File: config.mk
export PLATFORM = sky130hd
export DESIGN_NAME = spcs_select_ctrl
export DESIGN_NICKNAME = d
export VERILOG_FILES = /design/src/spcs_pkg.sv /design/src/spcs_shift_if.sv /design/src/spcs_shifter.sv /design/src/spcs_select_ctrl.sv
export VERILOG_INCLUDE_DIRS = /design/src
export SDC_FILE = /design/constraint.sdc
export NUM_CORES = 1
export LEC_CHECK = 0
export BUFFER_PORTS_ARGS = -buffer_cell sky130_fd_sc_hd__buf_2
export CORE_MARGIN = 1
export CORE_UTILIZATION = 40
export DETAILED_ROUTE_END_ITERATION = 7
export HOLD_SLACK_MARGIN = 0.02
export SYNTH_ARGS = -nofsm -noshare
export SYNTH_HDL_FRONTEND = slang
export SYNTH_SLANG_ARGS = --single-unit
File: constraint.sdc
create_clock -name clk -period 4.2 [get_ports clk]
set_input_delay 0.21 -clock clk [delete_from_list [all_inputs] [get_ports clk]]
set_output_delay 0.21 -clock clk [all_outputs]
set_load 0.02 [all_outputs]
File: src/spcs_regs.svh
// constants of the chip-select hold controller
// assumes inclusion by the shifter and the select controller by its bare name
`ifndef SPCS_REGS_SVH
`define SPCS_REGS_SVH

`define SPCS_WORD_W 8
`define SPCS_NSEL 4
`define SPCS_DLY_W 8
// each unit of the inter-transfer delay is 2**shift clock cycles
`define SPCS_DLY_SHIFT 5
`define SPCS_SEL_ALL_OFF 4'hF

`endif

File: src/spcs_pkg.sv
// types of the chip-select hold controller
// assumes nothing beyond a SystemVerilog compiler
`default_nettype none

package spcs_pkg;
    typedef enum logic [2:0] {
        SPCS_ST_IDLE,
        SPCS_ST_XFER,
        SPCS_ST_DELAY,
        SPCS_ST_END,
        SPCS_ST_HOLD
    } spcs_state_t;
endpackage

`default_nettype wire

File: src/spcs_shift_if.sv
// link between the select controller and its shift register
// assumes both ends run on the same clock
`default_nettype none

interface spcs_shift_if #(parameter int WORD_W = 8);
    logic load;
    logic [WORD_W-1:0] word;
    logic sck_rise;
    logic sck_fall;
    logic miso_s;
    logic mosi;
    logic done;
    logic [WORD_W-1:0] rx_word;

    modport ctrl (output load, output word, output sck_rise, output sck_fall,
                  output miso_s, input mosi, input done, input rx_word);
    modport shifter (input load, input word, input sck_rise, input sck_fall,
                     input miso_s, output mosi, output done, output rx_word);
endinterface

`default_nettype wire

File: src/spcs_shifter.sv
// internal shift register: one word out msb first, one word in
// assumes sck edges arrive as one-cycle pulses of the local clock
`default_nettype none
`include "spcs_regs.svh"

module spcs_shifter import spcs_pkg::*; #(
    parameter int WORD_W = `SPCS_WORD_W
) (
    // clock and reset
    input wire logic clk,
    input wire logic reset_n,
    // controller side
    spcs_shift_if.shifter sh
);
    localparam int CNT_W = $clog2(WORD_W + 1);

    logic [WORD_W-1:0] tx_sreg;
    logic [WORD_W-1:0] rx_sreg;
    logic [CNT_W-1:0] bits_left;
    logic active;
    logic done;
    logic [WORD_W-1:0] rx_word;
    logic [1:0] blank;
    logic seen_rise;

    // the synchroniser lags the pin by one to two clocks, so a rise seen in the
    // first two cycles after load happened before the select fell: ignore it
    wire rise_ok = active && sh.sck_rise && !blank[1];
    // no shift before the slave has sampled the first bit
    wire fall_ok = active && sh.sck_fall && seen_rise;
    wire last_fall = fall_ok && (bits_left == CNT_W'(1));

    always_ff @(posedge clk)
    begin
        if (!reset_n)
        begin
            tx_sreg <= '0;
            rx_sreg <= '0;
            bits_left <= '0;
            active <= 1'b0;
            done <= 1'b0;
            rx_word <= '0;
            blank <= '0;
            seen_rise <= 1'b0;
        end
        else
        begin
            done <= last_fall;
            blank <= sh.load ? 2'h3 : {blank[0], 1'b0};
            seen_rise <= !sh.load && (seen_rise || rise_ok);
            if (sh.load)
            begin
                tx_sreg <= sh.word;
                bits_left <= CNT_W'(WORD_W);
                active <= 1'b1;
            end
            else if (fall_ok)
            begin
                tx_sreg <= {tx_sreg[WORD_W-2:0], 1'b0};
                bits_left <= bits_left - CNT_W'(1);
                active <= !last_fall;
            end
            if (rise_ok)
                rx_sreg <= {rx_sreg[WORD_W-2:0], sh.miso_s};
            if (last_fall)
                rx_word <= rx_sreg;
        end
    end

    assign sh.mosi = tx_sreg[WORD_W-1];
    assign sh.done = done;
    assign sh.rx_word = rx_word;
endmodule // spcs_shifter

`default_nettype wire

File: src/spcs_select_ctrl.sv
// chip-select hold control of an spi master, with holding register and shifter
// assumes the sck input is a free baud clock from outside this clock domain
// Function
// - holding-empty flag rises once the held word moves into the shifter.
// - next word in time for the same select keeps that select low between words.
// - select lines are active low.
// - per-select programmable delay between transfers; zero adds none.
// - each of four selects has a hold-select-after-transfer bit.
// - with hold set, selects keep their state until another select is wanted or a final command is pending.
// - with hold set, the select stays low even without a new word.
// - with hold clear, the select stays low only if the reload came in time.
// - the dma request follows the holding-empty flag; timely reload not guaranteed.
`default_nettype none
`include "spcs_regs.svh"

module spcs_select_ctrl import spcs_pkg::*; #(
    parameter int WORD_W = `SPCS_WORD_W,
    parameter int NSEL = `SPCS_NSEL,
    parameter int DLY_W = `SPCS_DLY_W
) (
    // clock and reset
    input wire logic clk,
    input wire logic reset_n,
    // holding register feed
    input wire logic tx_wr,
    input wire logic [WORD_W-1:0] tx_data,
    input wire logic [$clog2(NSEL)-1:0] tx_sel,
    output logic tx_holding_empty_flag,
    output logic dma_tx_req,
    // configuration and commands
    input wire logic [NSEL-1:0] hold_select_after_xfer,
    input wire logic [NSEL*DLY_W-1:0] inter_xfer_delay,
    input wire logic final_xfer_cmd,
    // link pins
    input wire logic link_sck,
    input wire logic miso,
    output logic mosi,
    output logic [NSEL-1:0] periph_select_n,
    // status
    output logic xfer_busy,
    output logic final_pending,
    output logic [WORD_W-1:0] rx_word,
    output logic rx_valid
);
    localparam int SEL_W = $clog2(NSEL);
    localparam int CNT_W = DLY_W + `SPCS_DLY_SHIFT;

    if (NSEL != 4 || WORD_W < 2 || WORD_W > 32 || DLY_W < 1)
    begin : g_bad_param
        $error("spcs_select_ctrl: unsupported parameter values");
    end

    ////////////////////////////////////////////////////////////////////////////
    // pin synchronisers and sck edge detection

    logic sck_m;
    logic sck_s;
    logic sck_d;
    logic miso_m;
    logic miso_s;

    always_ff @(posedge clk)
    begin
        if (!reset_n)
        begin
            sck_m <= 1'b0;
            sck_s <= 1'b0;
            sck_d <= 1'b0;
            miso_m <= 1'b0;
            miso_s <= 1'b0;
        end
        else
        begin
            sck_m <= link_sck;
            sck_s <= sck_m;
            sck_d <= sck_s;
            miso_m <= miso;
            miso_s <= miso_m;
        end
    end

    spcs_shift_if #(.WORD_W(WORD_W)) sh ();

    spcs_shifter #(.WORD_W(WORD_W)) u_shifter (
        .clk(clk),
        .reset_n(reset_n),
        .sh(sh)
    );

    ////////////////////////////////////////////////////////////////////////////
    // holding register, sequencer and select state

    spcs_state_t state;
    spcs_state_t next_state;
    logic hold_full;
    logic [WORD_W-1:0] hold_word;
    logic [SEL_W-1:0] hold_sel;
    logic [SEL_W-1:0] cur_sel;
    logic [CNT_W-1:0] dly_cnt;
    logic [CNT_W-1:0] next_dly_cnt;
    logic [NSEL-1:0] next_select_n;
    logic final_pend;
    logic rx_valid_q;

    wire [DLY_W-1:0] cur_delay = inter_xfer_delay[cur_sel*DLY_W +: DLY_W];
    wire cur_hold = hold_select_after_xfer[cur_sel];
    wire same_sel = hold_full && (hold_sel == cur_sel);
    // feeder writes only while empty; a write into a full register is dropped
    wire accept_wr = tx_wr && !hold_full;
    wire in_end = (state == SPCS_ST_END);
    wire in_hold = (state == SPCS_ST_HOLD);
    // the idle state always leaves all selects high for at least one cycle
    wire load_idle = (state == SPCS_ST_IDLE) && hold_full;
    // back-to-back word on the same select keeps the select low
    wire load_chain = (in_end || in_hold) && same_sel;
    wire load_now = load_idle || load_chain;
    // a final command waits while a reloaded word still belongs to the burst
    wire consume_final = final_pend && (in_end || in_hold) && !same_sel;
    wire release_end = in_end && !same_sel && (final_pend || !cur_hold);
    // hold clear in hold state when another select is asked for or a final command is pending
    wire release_hold = in_hold && !same_sel && (final_pend || hold_full);
    wire release_sel = release_end || release_hold;
    wire [NSEL-1:0] sel_onehot = NSEL'(1) << hold_sel;

    always_comb
    begin
        next_state = state;
        next_dly_cnt = dly_cnt;
        next_select_n = periph_select_n;
        unique case (state)
            SPCS_ST_IDLE:
                if (load_idle)
                begin
                    next_state = SPCS_ST_XFER;
                    next_select_n = ~sel_onehot;
                end
            SPCS_ST_XFER:
                if (sh.done)
                begin
                    if (cur_delay == '0)
                        next_state = SPCS_ST_END;
                    else
                    begin
                        next_state = SPCS_ST_DELAY;
                        next_dly_cnt = {cur_delay, `SPCS_DLY_SHIFT'(0)};
                    end
                end
            SPCS_ST_DELAY:
            begin
                next_dly_cnt = dly_cnt - CNT_W'(1);
                if (dly_cnt == CNT_W'(1))
                    next_state = SPCS_ST_END;
            end
            SPCS_ST_END, SPCS_ST_HOLD:
                if (load_chain)
                    next_state = SPCS_ST_XFER;
                else if (release_sel)
                begin
                    next_state = SPCS_ST_IDLE;
                    next_select_n = `SPCS_SEL_ALL_OFF;
                end
                else
                    next_state = SPCS_ST_HOLD;
        endcase
    end

    always_ff @(posedge clk)
    begin
        if (!reset_n)
        begin
            state <= SPCS_ST_IDLE;
            dly_cnt <= '0;
            periph_select_n <= `SPCS_SEL_ALL_OFF;
            cur_sel <= '0;
        end
        else
        begin
            state <= next_state;
            dly_cnt <= next_dly_cnt;
            periph_select_n <= next_select_n;
            if (load_now)
                cur_sel <= hold_sel;
        end
    end

    always_ff @(posedge clk)
    begin
        if (!reset_n)
        begin
            hold_full <= 1'b0;
            hold_word <= '0;
            hold_sel <= '0;
        end
        else if (accept_wr)
        begin
            hold_full <= 1'b1;
            hold_word <= tx_data;
            hold_sel <= tx_sel;
        end
        else if (load_now)
            hold_full <= 1'b0;
    end

    // a command arriving in the consuming cycle is kept
    always_ff @(posedge clk)
    begin
        if (!reset_n)
            final_pend <= 1'b0;
        else
            final_pend <= final_xfer_cmd || (final_pend && !consume_final);
    end

    always_ff @(posedge clk)
    begin
        if (!reset_n)
            rx_valid_q <= 1'b0;
        else
            rx_valid_q <= sh.done;
    end

    ////////////////////////////////////////////////////////////////////////////
    // connections

    assign sh.load = load_now;
    assign sh.word = hold_word;
    assign sh.sck_rise = sck_s && !sck_d;
    assign sh.sck_fall = !sck_s && sck_d;
    assign sh.miso_s = miso_s;

    assign tx_holding_empty_flag = !hold_full;
    // dma reload is paced by the same flag; it may still come too late
    assign dma_tx_req = !hold_full;
    assign mosi = sh.mosi;
    assign xfer_busy = (state != SPCS_ST_IDLE) && (state != SPCS_ST_HOLD);
    assign final_pending = final_pend;
    assign rx_word = sh.rx_word;
    assign rx_valid = rx_valid_q;
endmodule // spcs_select_ctrl

`default_nettype wire

==> results of run 1 <==
-- per-layer routing --
| metal | vias to the layer above | GRT usage (%) | routed length (µm) |
|---|---|---|---|
| met1 | 1326 | 24.7 | 3690 |
| met4 | 0 | 9.87 | 184 |
| met2 | 79 | 28.5 | 3530 |
| li1 | 1434 | - | - |
| met5 | - | 0 | 0 |
| met3 | 19 | 3.40 | 348 |
-- where the power goes --
| group | switching (µW) | leakage, µW | internal (µW) |
|---|---|---|---|
| Sequential | 18.7 | 0.000594 | 714 |
| Clock | 271 | 0.0000929 | 276 |
| Combinational | 75.3 | 0.000947 | 60.9 |
| Total | 365 | 0.00163 | 1050 |
-- flip-flops by register name, summed over array words and instances (netlist names) --
signal and cells:
u_shifter.seen_rise 1, sck_s 1, cur_sel 2, u_shifter.blank 2
periph_select_n 4, miso_m 1, u_shifter.sh.done 1, miso_s 1
u_shifter.rx_sreg 8, sck_d 1, hold_sel 2, rx_valid 1
final_pending 1, u_shifter.active 1, u_shifter.sh.rx_word 8, hold_full 1
state 3, u_shifter.bits_left 4, hold_word 8, dly_cnt 13
sck_m 1, u_shifter.tx_sreg 8
-- worst min-delay path by stage --
| stage | startpoint | endpoint | slack [ps] |
|---|---|---|---|
| floorplan | final_xfer_cmd | final_pending | 330 |
| global placement | u_shifter.blank[0] | u_shifter.blank[1] | 410 |
| detailed placement | u_shifter.blank[0] | u_shifter.blank[1] | 420 |
| CTS | final_xfer_cmd | final_pending | 50 |
| global route | link_sck | sck_m | 70 |
| finish | final_xfer_cmd | final_pending | 70 |
-- kinds of logic (layout without fill, tap and decap cells) --
kind of cell | after synthesis | count (layout) | synth area share (%)
adder cells (fa/ha/maj) | 4 | 4 | 1.49
flip-flops | 73 | 73 | 43.5
AO/OA/AOI/OAI | 73 | 73 | 14.1
AND/OR/NAND/NOR | 144 | 144 | 21.2
buffers and inverters | 35 | 98 | 4.72
multiplexers | 36 | 36 | 13.8
XOR/XNOR | 5 | 5 | 1.30
-- area by class of cell --
type	instances	area share [%]
Multi-Input combinational cell	262	44.5
Sequential cell	73	36.9
Timing Repair Buffer	73	9.48
Tap cell	105	3.32
Clock buffer	10	3.22
Clock inverter	6	1.71
Inverter	9	0.853
-- synth_stat cells, types with 2 or more instances --
cell and n:
clkbuf_1 15, nor4_1 6, nor2b_1 2, inv_1 9, nor3b_1 2, nand2_1 45, mux2i_1 26, o41ai_1 2
nor3_1 8, dfxtp_1 73, ha_1 4, o21ai_0 13, nor2_1 42, nand4_1 2, mux2_2 2, a21oi_1 26
and2_1 8, xnor2_1 5, or3b_2 2, a31o_2 5, a32o_1 4, o211a_1 2, buf_2 7, a31oi_1 2
o31ai_1 3, mux4_2 8, and3b_1 2, buf_6 2, nand2b_1 5, nand3_1 8, nand4b_1 4, a211oi_1 8
nand3b_1 2
-- cell usage in the layout, fill, tap and decap left out, types with 2 or more instances in the layout --
| cell | n |
|---|---|
| dfxtp_1 | 73 |
| buf_2 | 69 |
| nand2_1 | 45 |
| nor2_1 | 42 |
| mux2i_1 | 26 |
| a21oi_1 | 26 |
| o21ai_0 | 13 |
| inv_1 | 9 |
| clkbuf_8 | 9 |
| and2_1 | 8 |
| nor3_1 | 8 |
| nand3_1 | 8 |
| mux4_2 | 8 |
| a211oi_1 | 8 |
| nor4_1 | 6 |
| nand2b_1 | 5 |
| xnor2_1 | 5 |
| a31o_2 | 5 |
| nand4b_1 | 4 |
| a32o_1 | 4 |
| ha_1 | 4 |
| buf_4 | 4 |
| o31ai_1 | 3 |
| mux2_2 | 2 |
| nor3b_1 | 2 |
| and3b_1 | 2 |
| or3b_2 | 2 |
| nor2b_1 | 2 |
| nand4_1 | 2 |
| nand3b_1 | 2 |
| o211a_1 | 2 |
| o41ai_1 | 2 |
| clkinvlp_4 | 2 |
-- critical path: cells and delay by family (launching register included) --
kind | cells | cell delay (ps)
AO/OA/AOI/OAI | 3 | 1300
flip-flops | 1 | 740
multiplexers | 1 | 400
AND/OR/NAND/NOR | 1 | 60
-- through the flow --
stage	area, µm²	worst slack, ps	power, µW
5_1_grt	3960	1410	1480
4_1_cts	3960	1590	1430
2_1_floorplan	3360	2200	835
6_report	3960	1600	1420
3_3_place_gp	3760	1670	882
3_5_place_dp	3760	1600	885
==> results, run 1 <==
- The run finished with clean final reports.
- The final instance count without filler cells is 538.
- The number of cells upsized or downsized after cts is 0.
- The via count of the first global-routing pass came to 2689.
- The clock passes through at most 2 buffers.
- The Yosys step of the flow raised 0 warnings.
- The number of top-level design ports is 70.
- The total die area is 8780 µm².
- The most used flip-flop cell after synthesis is dfxtp_1.
- Entering global routing, the biggest net connects 32 pins.
- The slack of the worst reg-to-reg path is 1600 ps.
- The post-CTS setup buffer count is 0.
- The async set-or-reset flop fraction in the synthesized netlist is 0%.
- The transition at the pin with the smallest max-transition slack is 1000 ps.
- After synthesis, the netlist uses 49 different library cells.
- The count of cells along the worst register-to-register path is 5.
- The number of max-cap violations is 0.
- The count of H-tree levels built during CTS is 3.
- Summed over all cells, the static leakage comes to 0.00163 µW.
- The critical path data required time is 4450 ps.
- The multi-input logic area is 1760 µm².
- The sink count of the clock tree is 73.
- The post-synthesis instance area is 3360 µm².
- Buffers placed on the I/O ports in this run total 69.
- Along the worst path, the maximum fanout reaches 21.
- The most critical setup path has its endpoint at dly_cnt[6].
- After clock tree synthesis, the clock-pin slew on the worst setup and hold paths is 80 ps.
- The clock latency on the worst-skew pair is 350 ps.
- For the worst setup path, the data arrival time is 2850 ps.
- Sequential elements use 43.5% of the synthesized area.
- Clock tree synthesis selected as its root buffer the cell clkbuf_8.
- For this block, the initial DRC count from the detailed router was 126.
- In this run the critical register-to-register path is launched from cur_sel[0].
- The worst max-slew margin expressed relative to the limit is 32.6%.
- The total CTS buffers is 9.
- The number of antenna violations at the first check in global routing is 0.
- The total DRC errors in the routed layout is 0.
- The launch point of the critical path is cur_sel[0].
- The net total in the final layout is 484.
- Setup repair after global routing left no endpoint under its margin.
- Traced cell by cell, the critical path runs through mux4_2 > nor4_4 > a31oi_2 > o21ai_0 > a32o_1.
- In the global route stage, overall resource usage came out at 18.6%.
- The cell count after synthesis came out at 370.
- The height of the chip is 93.7 µm.
- By area the synthesized netlist is led by dfxtp_1, mux2i_1, mux4_2, nand2_1, nor2_1.
- The area growth from synthesis to final layout is 17.7%.
- For this run the aggregate overflow at the end of global routing stands at 0.
- STA classifies the critical path startpoint as a flop.
- On the critical path, the stage with the largest delay is an instance of a31oi_2.
- The net count after synthesis is 426.
- The hold violation total from the final report is 0.
- The final route contains 2858 vias.
- The summed negative setup slack over all endpoints is 0 ps.
- The period utilization is 62.0%.
- In the final layout, flip-flops and latches occupy 1460 µm².
- Dividing the synthesized area by the synthesized cell count gives 9.09 µm².
- The category of the most critical setup path is flop to flop.
- The count of hold-fix buffers inserted at cts is 0.
- The number of core rows is 33.
- The starting density of the core is 41.1%.
- The path class of the tightest hold or removal check is input port to flop.
- The area inside the core boundary is 8180 µm².
- Subtracting the final worst setup slack from the clock period gives 2600 ps.
- The routability congestion estimate is 0.812.
- The top cell type by area accounts for 43.5% of the synthesized area.
- Derived from the worst setup path, the maximum achievable clock frequency is 384 MHz.
- STA classifies the critical path endpoint as a flop.
- The routed design has 7.75 mm of wire.
- The average vias per placed instance is 5.31.
- The utilization after layout is 48.4%.
- The worst clock skew on the final layout is 6.47 ps.
- Counting tap cells, the placed design contains a total of 522 instances.
- The number of stages on the worst hold path is 3.
- The tightest hold path in the finished design has a slack of 66.2 ps.
- Once detailed placement completed, the half-perimeter wirelength came to 5.43 mm.
- TritonCTS built the clock tree.
- The die is 93.7 µm wide.
- The global-route wire length before repair is 12.7 mm.
- The largest single stage delay on the critical path is 780 ps.
- The number of iterations in the first detailed-routing pass is 5.
- The count of fill cells added during filler insertion is 815.
- Counting flops with a built-in enable in the synthesized netlist gives 0.
- The number of synthesized register bits is 73.
- After detailed routing, the average wire length per cell comes to 14.4 µm.
- The maximum vdd ir drop is 0.172 mV.
- The diode insertion count for antenna repair is 0.
- The number of pins with negative max-slew slack in the final report came to 0.
- The count of nets left with antenna violations once routing finished came out at 0.
- In the final layout, the share of cells above drive strength 1 is 25.6%.
- The final number of setup-violating endpoints is 0.
- The worst reg2reg path endpoint is dly_cnt[6].
- The dominant cell type by area after synthesis is dfxtp_1.
- The cell area power density is 358 nW/µm².
Note: power is estimated with default switching activity, not from simulation.
==> inputs of run 2 (changes only) <==
- clock period: 4.2 -> 2.45 ns (I/O delays scaled with it)
==> results, run 2 (synthesis results as in run 1) <==
- The global-route wire length before repair came to 12.9 mm (was 12.7 mm).
- The overall die width came to 93.7 µm (unchanged).
- The critical path data required time was 2700 ps (was 4450 ps).
- The slack of the worst reg-to-reg path is 280 ps (was 1600 ps).
- The shortest period the worst path allows was 2170 ps (was 2600 ps).
- The startpoint of the worst register-to-register path is cur_sel[0] (unchanged).
- The launch point of the critical path is cur_sel[0] (unchanged).
- The total length of routed wires is 7.75 mm (about the same).
- The number of max-cap violations is 0 (unchanged).
- The height of the chip came to 93.7 µm (unchanged).
- The net total in the final layout came to 511 (was 484).
- The proportion of power drawn by the clock network is 43.0% (was 38.6%).
- The mean routed wirelength per cell is 13.7 µm (was 14.4 µm).
- Chain of cells forming the critical path: buf_12 > mux4_2 > nor4_4 > a31oi_1 > buf_4 > a32o_1 (was mux4_2 > nor4_4 > a31oi_2 > o21ai_0 > a32o_1).
- The maximum vdd ir drop is 0.385 mV (was 0.172 mV).
- The total CTS buffers came to 9 (unchanged).
- The internal power consumption was 2040 µW (was 1050 µW).
- The number of top-level design ports was 70 (unchanged).
- The net switching share of the total power is 23.6% (was 25.8%).
- The element type at the critical path end is a flop (unchanged).
- The maximum clock frequency is 461 MHz (was 384 MHz).
- The combinational fraction of design power is 10.3% (was 9.6%).
- The register clock-pin slew on the reported worst setup and hold paths was 80 ps (about the same).
- The maximum number of buffers from clock root to sink is 2 (unchanged).
- The commonest non-fill, non-tap cell in the layout is dfxtp_1 (unchanged).
- The worst clock skew on the final layout is 9.49 ps (was 6.47 ps).
- Result of the run: finished, final reports clean (unchanged).
- The critical hold path startpoint is reset_n (was final_xfer_cmd).
- The power share of the sequential group is 46.7% (was 51.7%).
- The number of buffer cells added on primary ports was 69 (unchanged).
- The routability congestion estimate is 0.826 (was 0.812).
- Setup repair after global routing missed its margin: no (unchanged).
- The final number of setup-violating endpoints is 0 (unchanged).
- The nature of the critical path startpoint is a flop (unchanged).
- The largest net degree at the start of global routing is 31 (was 32).
- The number of iterations in the first detailed-routing pass was 4 (was 5).
- The delay of the slowest critical-path stage was 540 ps (was 780 ps).
- The clock latency on the worst-skew pair was 350 ps (about the same).
- The number of nets with antenna violations after detailed routing was 0 (unchanged).
- The total die area is 8780 µm² (unchanged).
- The register ranked first by flip-flop count is dly_cnt (unchanged).
- The cell area power density was 627 nW/µm² (was 358 nW/µm²).
- The period utilization is 88.5% (was 62.0%).
- The sink count of the clock tree is 73 (unchanged).
- The arrival time of the worst setup path is 2410 ps (was 2850 ps).
- The area inside the core boundary is 8180 µm² (unchanged).
- The leakage power came to 0.00179 µW (was 0.00163 µW).
- The clock tree from TritonCTS is built (unchanged).
- The diode insertion count for antenna repair was 0 (unchanged).
- The largest fanout of any net on the critical path is 21 (unchanged).
- The total DRC errors in the routed layout is 0 (unchanged).
- The fraction of final layout cells sized beyond drive strength 1 is 27.0% (was 25.6%).
- Top library cells by usage in the layout, fill and taps aside: dfxtp_1, buf_2, nand2_1 (unchanged).
- The total grt overflow is 0 (unchanged).
- The switching power is 631 µW (was 365 µW).
- The via count of the first global-routing pass is 2794 (was 2689).
- The average vias per placed instance is 5.27 (was 5.31).
- The area growth from synthesis to final layout came to 26.7% (was 17.7%).
- The detailed placement HPWL is 5.54 mm (was 5.43 mm).
- The worst max-slew margin expressed relative to the limit is 66.5% (was 32.6%).
- The setup slack at placement is 269 ps (was 1600 ps).
- The number of core rows is 33 (unchanged).
- The number of antenna violations at the first check in global routing is 0 (unchanged).
- The starting density of the core is 41.1% (unchanged).
- The summed negative setup slack over all endpoints is 0 ps (unchanged).
- The number of pins with negative max-slew slack in the final report came to 0 (unchanged).
- The initial DRC count is 139 (was 126).
- The hold violation total from the final report is 0 (unchanged).
- The root cell of the clock tree is clkbuf_8 (unchanged).
- The number of cells upsized or downsized after cts is 0 (unchanged).
- The number of flip-flops in the largest register is 13 (unchanged).
- The overall track demand over capacity in global routing is 19.0% (was 18.6%).
- The class of the worst hold path is input port to flop (unchanged).
- The cell at the slowest stage of the critical path is mux4_2 (was a31oi_2).
- The post-layout worst setup margin is 283 ps (was 1600 ps).
- The category of the most critical setup path was flop to flop (unchanged).
- The count of fill cells added during filler insertion is 798 (was 815).
- The count of H-tree levels built during CTS is 3 (unchanged).
- The transition at the pin with the smallest max-transition slack came to 501 ps (was 1000 ps).
- The via count is 2975 (was 2858).
run 2: changes by cell type in the layout (fill, tap and decap cells not counted), sizes merged:
cell         change
bufinv           +2
dlygate4sd3     +13
inv              -1
clkinv           +1
buf             +14
clkinvlp         -2
run 2: stage by stage:
step / instance area [µm²] / total power (µW) / util [%] / std cells / hold slack, ps
after floorplan: 3360 / 1430 / - / 370 / 240
after global placement: 3890 / 1530 / 47.6 / 536 / 343
after detailed placement: 3890 / 1540 / 47.6 / 536 / 334
after CTS: 4260 / 2700 / 52.1 / 565 / 203
after global routing: 4260 / 2790 / 52.1 / 565 / 225
final: 4260 / 2670 / 52.1 / 565 / 218
run 2: repair_timing:
action / CTS / global route
hold buffers: 13 / 0
setup endpoints to repair: 0 / 0
endpoints found under the hold margin: 13 / 0
buffers inserted: 0 / 0
run 2: power groups by stage:
| stage | Clock (µW) | Sequential [µW] | Combinational (µW) |
|---|---|---|---|
| final | 1150 | 1250 | 276 |
| after global routing | 1230 | 1250 | 305 |
| after CTS | 1180 | 1250 | 278 |
| after detailed placement | 0 | 1270 | 261 |
| after global placement | 0 | 1270 | 258 |
| after floorplan | 0 | 1280 | 155 |
run 2: worst max-delay path: cells and delay by family (launching register included):
kind | cells | cell delay, ps
AOI/OAI and AO/OA | 2 | 380
buffers and inverters | 2 | 380
DFF | 1 | 460
muxes | 1 | 540
and+or+nand+nor | 1 | 300
run 2: layer usage:
metal	GRT usage [%]	up-vias	part of all wire, %
met5	0	-	0
met4	8.72	0	1.7
met3	4.13	13	4.7
met2	29.1	68	45
met1	25.3	1408	48
li1	-	1486	-
run 2: area by class of cell:
| cell class | count | area (µm²) | share of cell area [%] |
|---|---|---|---|
| flip-flops and latches | 73 | 1460 | 34.3 |
| inverters | 9 | 33.8 | 0.793 |
| repair buffers | 100 | 636 | 14.9 |
| clock inverters | 6 | 116 | 2.73 |
| well taps | 105 | 131 | 3.08 |
| multi-input cells | 262 | 1760 | 41.2 |
| clock buffers | 10 | 128 | 2.99 |
run 2: final timing paths:
path,end,cells after the start
min,periph_select_n[1],3
min reg2reg,miso_s,1
max reg2reg,dly_cnt[10],6
max,dly_cnt[10],6
==> inputs of run 3 (changes only) <==
- PLACE_DENSITY_LB_ADDON: unset -> 0.25
==> results, run 3 (synthesis results as in run 1) <==
- Result of the run: finished, final reports clean (unchanged).
- The mean routed wirelength per cell is 13.7 µm (about the same).
- The number of cells upsized or downsized after cts is 0 (unchanged).
- The critical path data required time is 2720 ps (was 2700 ps).
- The worst max-slew margin expressed relative to the limit is 47.9% (was 66.5%).
- The cell area power density is 595 nW/µm² (was 627 nW/µm²).
- The switching power is 644 µW (was 631 µW).
- The total grt overflow is 0 (unchanged).
- The combinational fraction of design power is 10.2% (was 10.3%).
- The class of the worst hold path is input port to flop (unchanged).
- The net total in the final layout is 503 (was 511).
- The nature of the critical path startpoint is a flop (unchanged).
- The number of buffer cells added on primary ports is 69 (unchanged).
- The number of top-level design ports was 70 (unchanged).
- The period utilization was 88.9% (was 88.5%).
- The initial DRC count is 158 (was 139).
- The delay of the slowest critical-path stage came to 540 ps (about the same).
- The average vias per placed instance is 5.16 (was 5.27).
- The number of pins with negative max-slew slack in the final report came to 0 (unchanged).
- The transition at the pin with the smallest max-transition slack is 782 ps (was 501 ps).
- The internal power consumption was 1830 µW (was 2040 µW).
- The overall die width is 93.7 µm (unchanged).
- The maximum clock frequency is 459 MHz (was 461 MHz).
- The number of flip-flops in the largest register is 13 (unchanged).
- The largest net degree at the start of global routing was 49 (was 31).
- The total length of routed wires is 7.62 mm (was 7.75 mm).
- The register clock-pin slew on the reported worst setup and hold paths is 80 ps (about the same).
- The net switching share of the total power is 26.1% (was 23.6%).
- Top library cells by usage in the layout, fill and taps aside: dfxtp_1, buf_2, nand2_1 (unchanged).
- The starting density of the core is 41.1% (unchanged).
- The sink count of the clock tree is 73 (unchanged).
- The area inside the core boundary was 8180 µm² (unchanged).
- The final number of setup-violating endpoints is 0 (unchanged).
- Setup repair after global routing missed its margin: no (unchanged).
- The worst clock skew on the final layout is 12.2 ps (was 9.49 ps).
- The height of the chip is 93.7 µm (unchanged).
- The hold violation total from the final report is 0 (unchanged).
- The via count of the first global-routing pass is 2754 (was 2794).
- The via count is 2872 (was 2975).
- The routability congestion estimate is 0.824 (was 0.826).
- The final hold slack was 201 ps (was 218 ps).
- The leakage power came to 0.00173 µW (was 0.00179 µW).
- The total die area came to 8780 µm² (unchanged).
- The total CTS buffers was 9 (unchanged).
- The count of H-tree levels built during CTS came to 3 (unchanged).
- The total DRC errors in the routed layout was 0 (unchanged).
- The fraction of final layout cells sized beyond drive strength 1 is 25.9% (was 27.0%).
- The clock latency on the worst-skew pair was 350 ps (about the same).
- The met1 layer wirelength in the final routing is 3.78 mm (was 3.74 mm).
- The clock tree from TritonCTS is built (unchanged).
- The arrival time of the worst setup path is 2450 ps (was 2410 ps).
- The number of core rows came to 33 (unchanged).
- The maximum vdd ir drop is 0.350 mV (was 0.385 mV).
- The number of antenna violations at the first check in global routing is 0 (unchanged).
- The commonest non-fill, non-tap cell in the layout was dfxtp_1 (unchanged).
- The number of nets with antenna violations after detailed routing was 0 (unchanged).
- The cell at the slowest stage of the critical path is mux4_2 (unchanged).
- The area growth from synthesis to final layout is 23.3% (was 26.7%).
- The detailed placement HPWL is 5.27 mm (was 5.54 mm).
- The number of iterations in the first detailed-routing pass came to 4 (unchanged).
- Chain of cells forming the critical path: buf_12 > mux4_2 > nor4_4 > a31oi_1 > buf_4 > o211a_1 > nor3_2 (was buf_12 > mux4_2 > nor4_4 > a31oi_1 > buf_4 > a32o_1).
- The post-CTS setup buffer count is 0 (unchanged).
- The largest fanout of any net on the critical path is 21 (unchanged).
- The count of hold-fix buffers inserted at cts is 13 (unchanged).
- The element type at the critical path end is a flop (unchanged).
- The global-route wire length before repair was 12.9 mm (about the same).
- The maximum number of buffers from clock root to sink is 2 (unchanged).
- The register ranked first by flip-flop count was dly_cnt (unchanged).
- The top layer reached by signal wires is met4 (unchanged).
- The summed negative setup slack over all endpoints is 0 ps (unchanged).
- The category of the most critical setup path is flop to flop (unchanged).
- The diode insertion count for antenna repair came to 0 (unchanged).
- The met2 wirelength from detailed routing is 3.41 mm (was 3.51 mm).
- The shortest period the worst path allows is 2180 ps (was 2170 ps).
- The count of fill cells added during filler insertion is 815 (was 798).
- The amount of wire on met3 after detailed routing is 247 µm (was 361 µm).
- The power share of the sequential group was 50.8% (was 46.7%).
- The number of max-cap violations is 0 (unchanged).
- The root cell of the clock tree is clkbuf_8 (unchanged).
- The proportion of power drawn by the clock network was 39.0% (was 43.0%).
- The overall track demand over capacity in global routing is 18.9% (was 19.0%).
run 3: critical path, delay by kind of cell, from the launching register on:
kind | cells | cell delay, ps
multiplexers | 1 | 540
flip-flops | 1 | 450
AND/OR/NAND/NOR | 2 | 440
buffers and inverters | 2 | 390
AO/OA/AOI/OAI | 2 | 270
run 3: metal layers:
metal / vias up / track usage [%]
met5: - / 0
met4: 0 / 9.36
met3: 18 / 3.72
met2: 52 / 29.3
met1: 1333 / 24.9
li1: 1469 / -
run 3: path summary, 6_finish.rpt:
check	start	end	slack [ps]	depth (start not counted)
min reg2reg	u_shifter.blank[0]	u_shifter.blank[1]	430	2
max reg2reg	cur_sel[0]	dly_cnt[2]	270	7
min	reset_n	periph_select_n[3]	200	2
max	cur_sel[0]	dly_cnt[2]	270	7
run 3: power groups by stage:
| stage | sequential (µW) | clock, µW | combinational (µW) |
|---|---|---|---|
| 2_1_floorplan | 1280 | 0 | 155 |
| 3_3_place_gp | 1280 | 0 | 234 |
| 3_5_place_dp | 1280 | 0 | 237 |
| 4_1_cts | 1250 | 993 | 254 |
| 5_1_grt | 1260 | 1030 | 277 |
| 6_report | 1250 | 964 | 252 |
run 3: final cells by class:
type	count	area [µm²]	area share, %
repair buffers	92	563	13.6
clock buffers	9	124	2.99
flip-flops and latches	73	1460	35.2
clock inverters	7	78.8	1.90
well taps	105	131	3.17
multi-input cells	262	1760	42.3
inverters	9	33.8	0.814
run 3: through the flow:
stage | worst slack, ps | cells | cell area, µm² | power [µW] | utilization (%)
final | 272 | 557 | 4150 | 2470 | 50.7
after global routing | 83.8 | 557 | 4150 | 2570 | 50.7
after CTS | 258 | 557 | 4150 | 2500 | 50.7
after detailed placement | 265 | 528 | 3810 | 1520 | 46.7
after global placement | 335 | 528 | 3810 | 1510 | 46.7
after floorplan | 453 | 370 | 3360 | 1430 | -
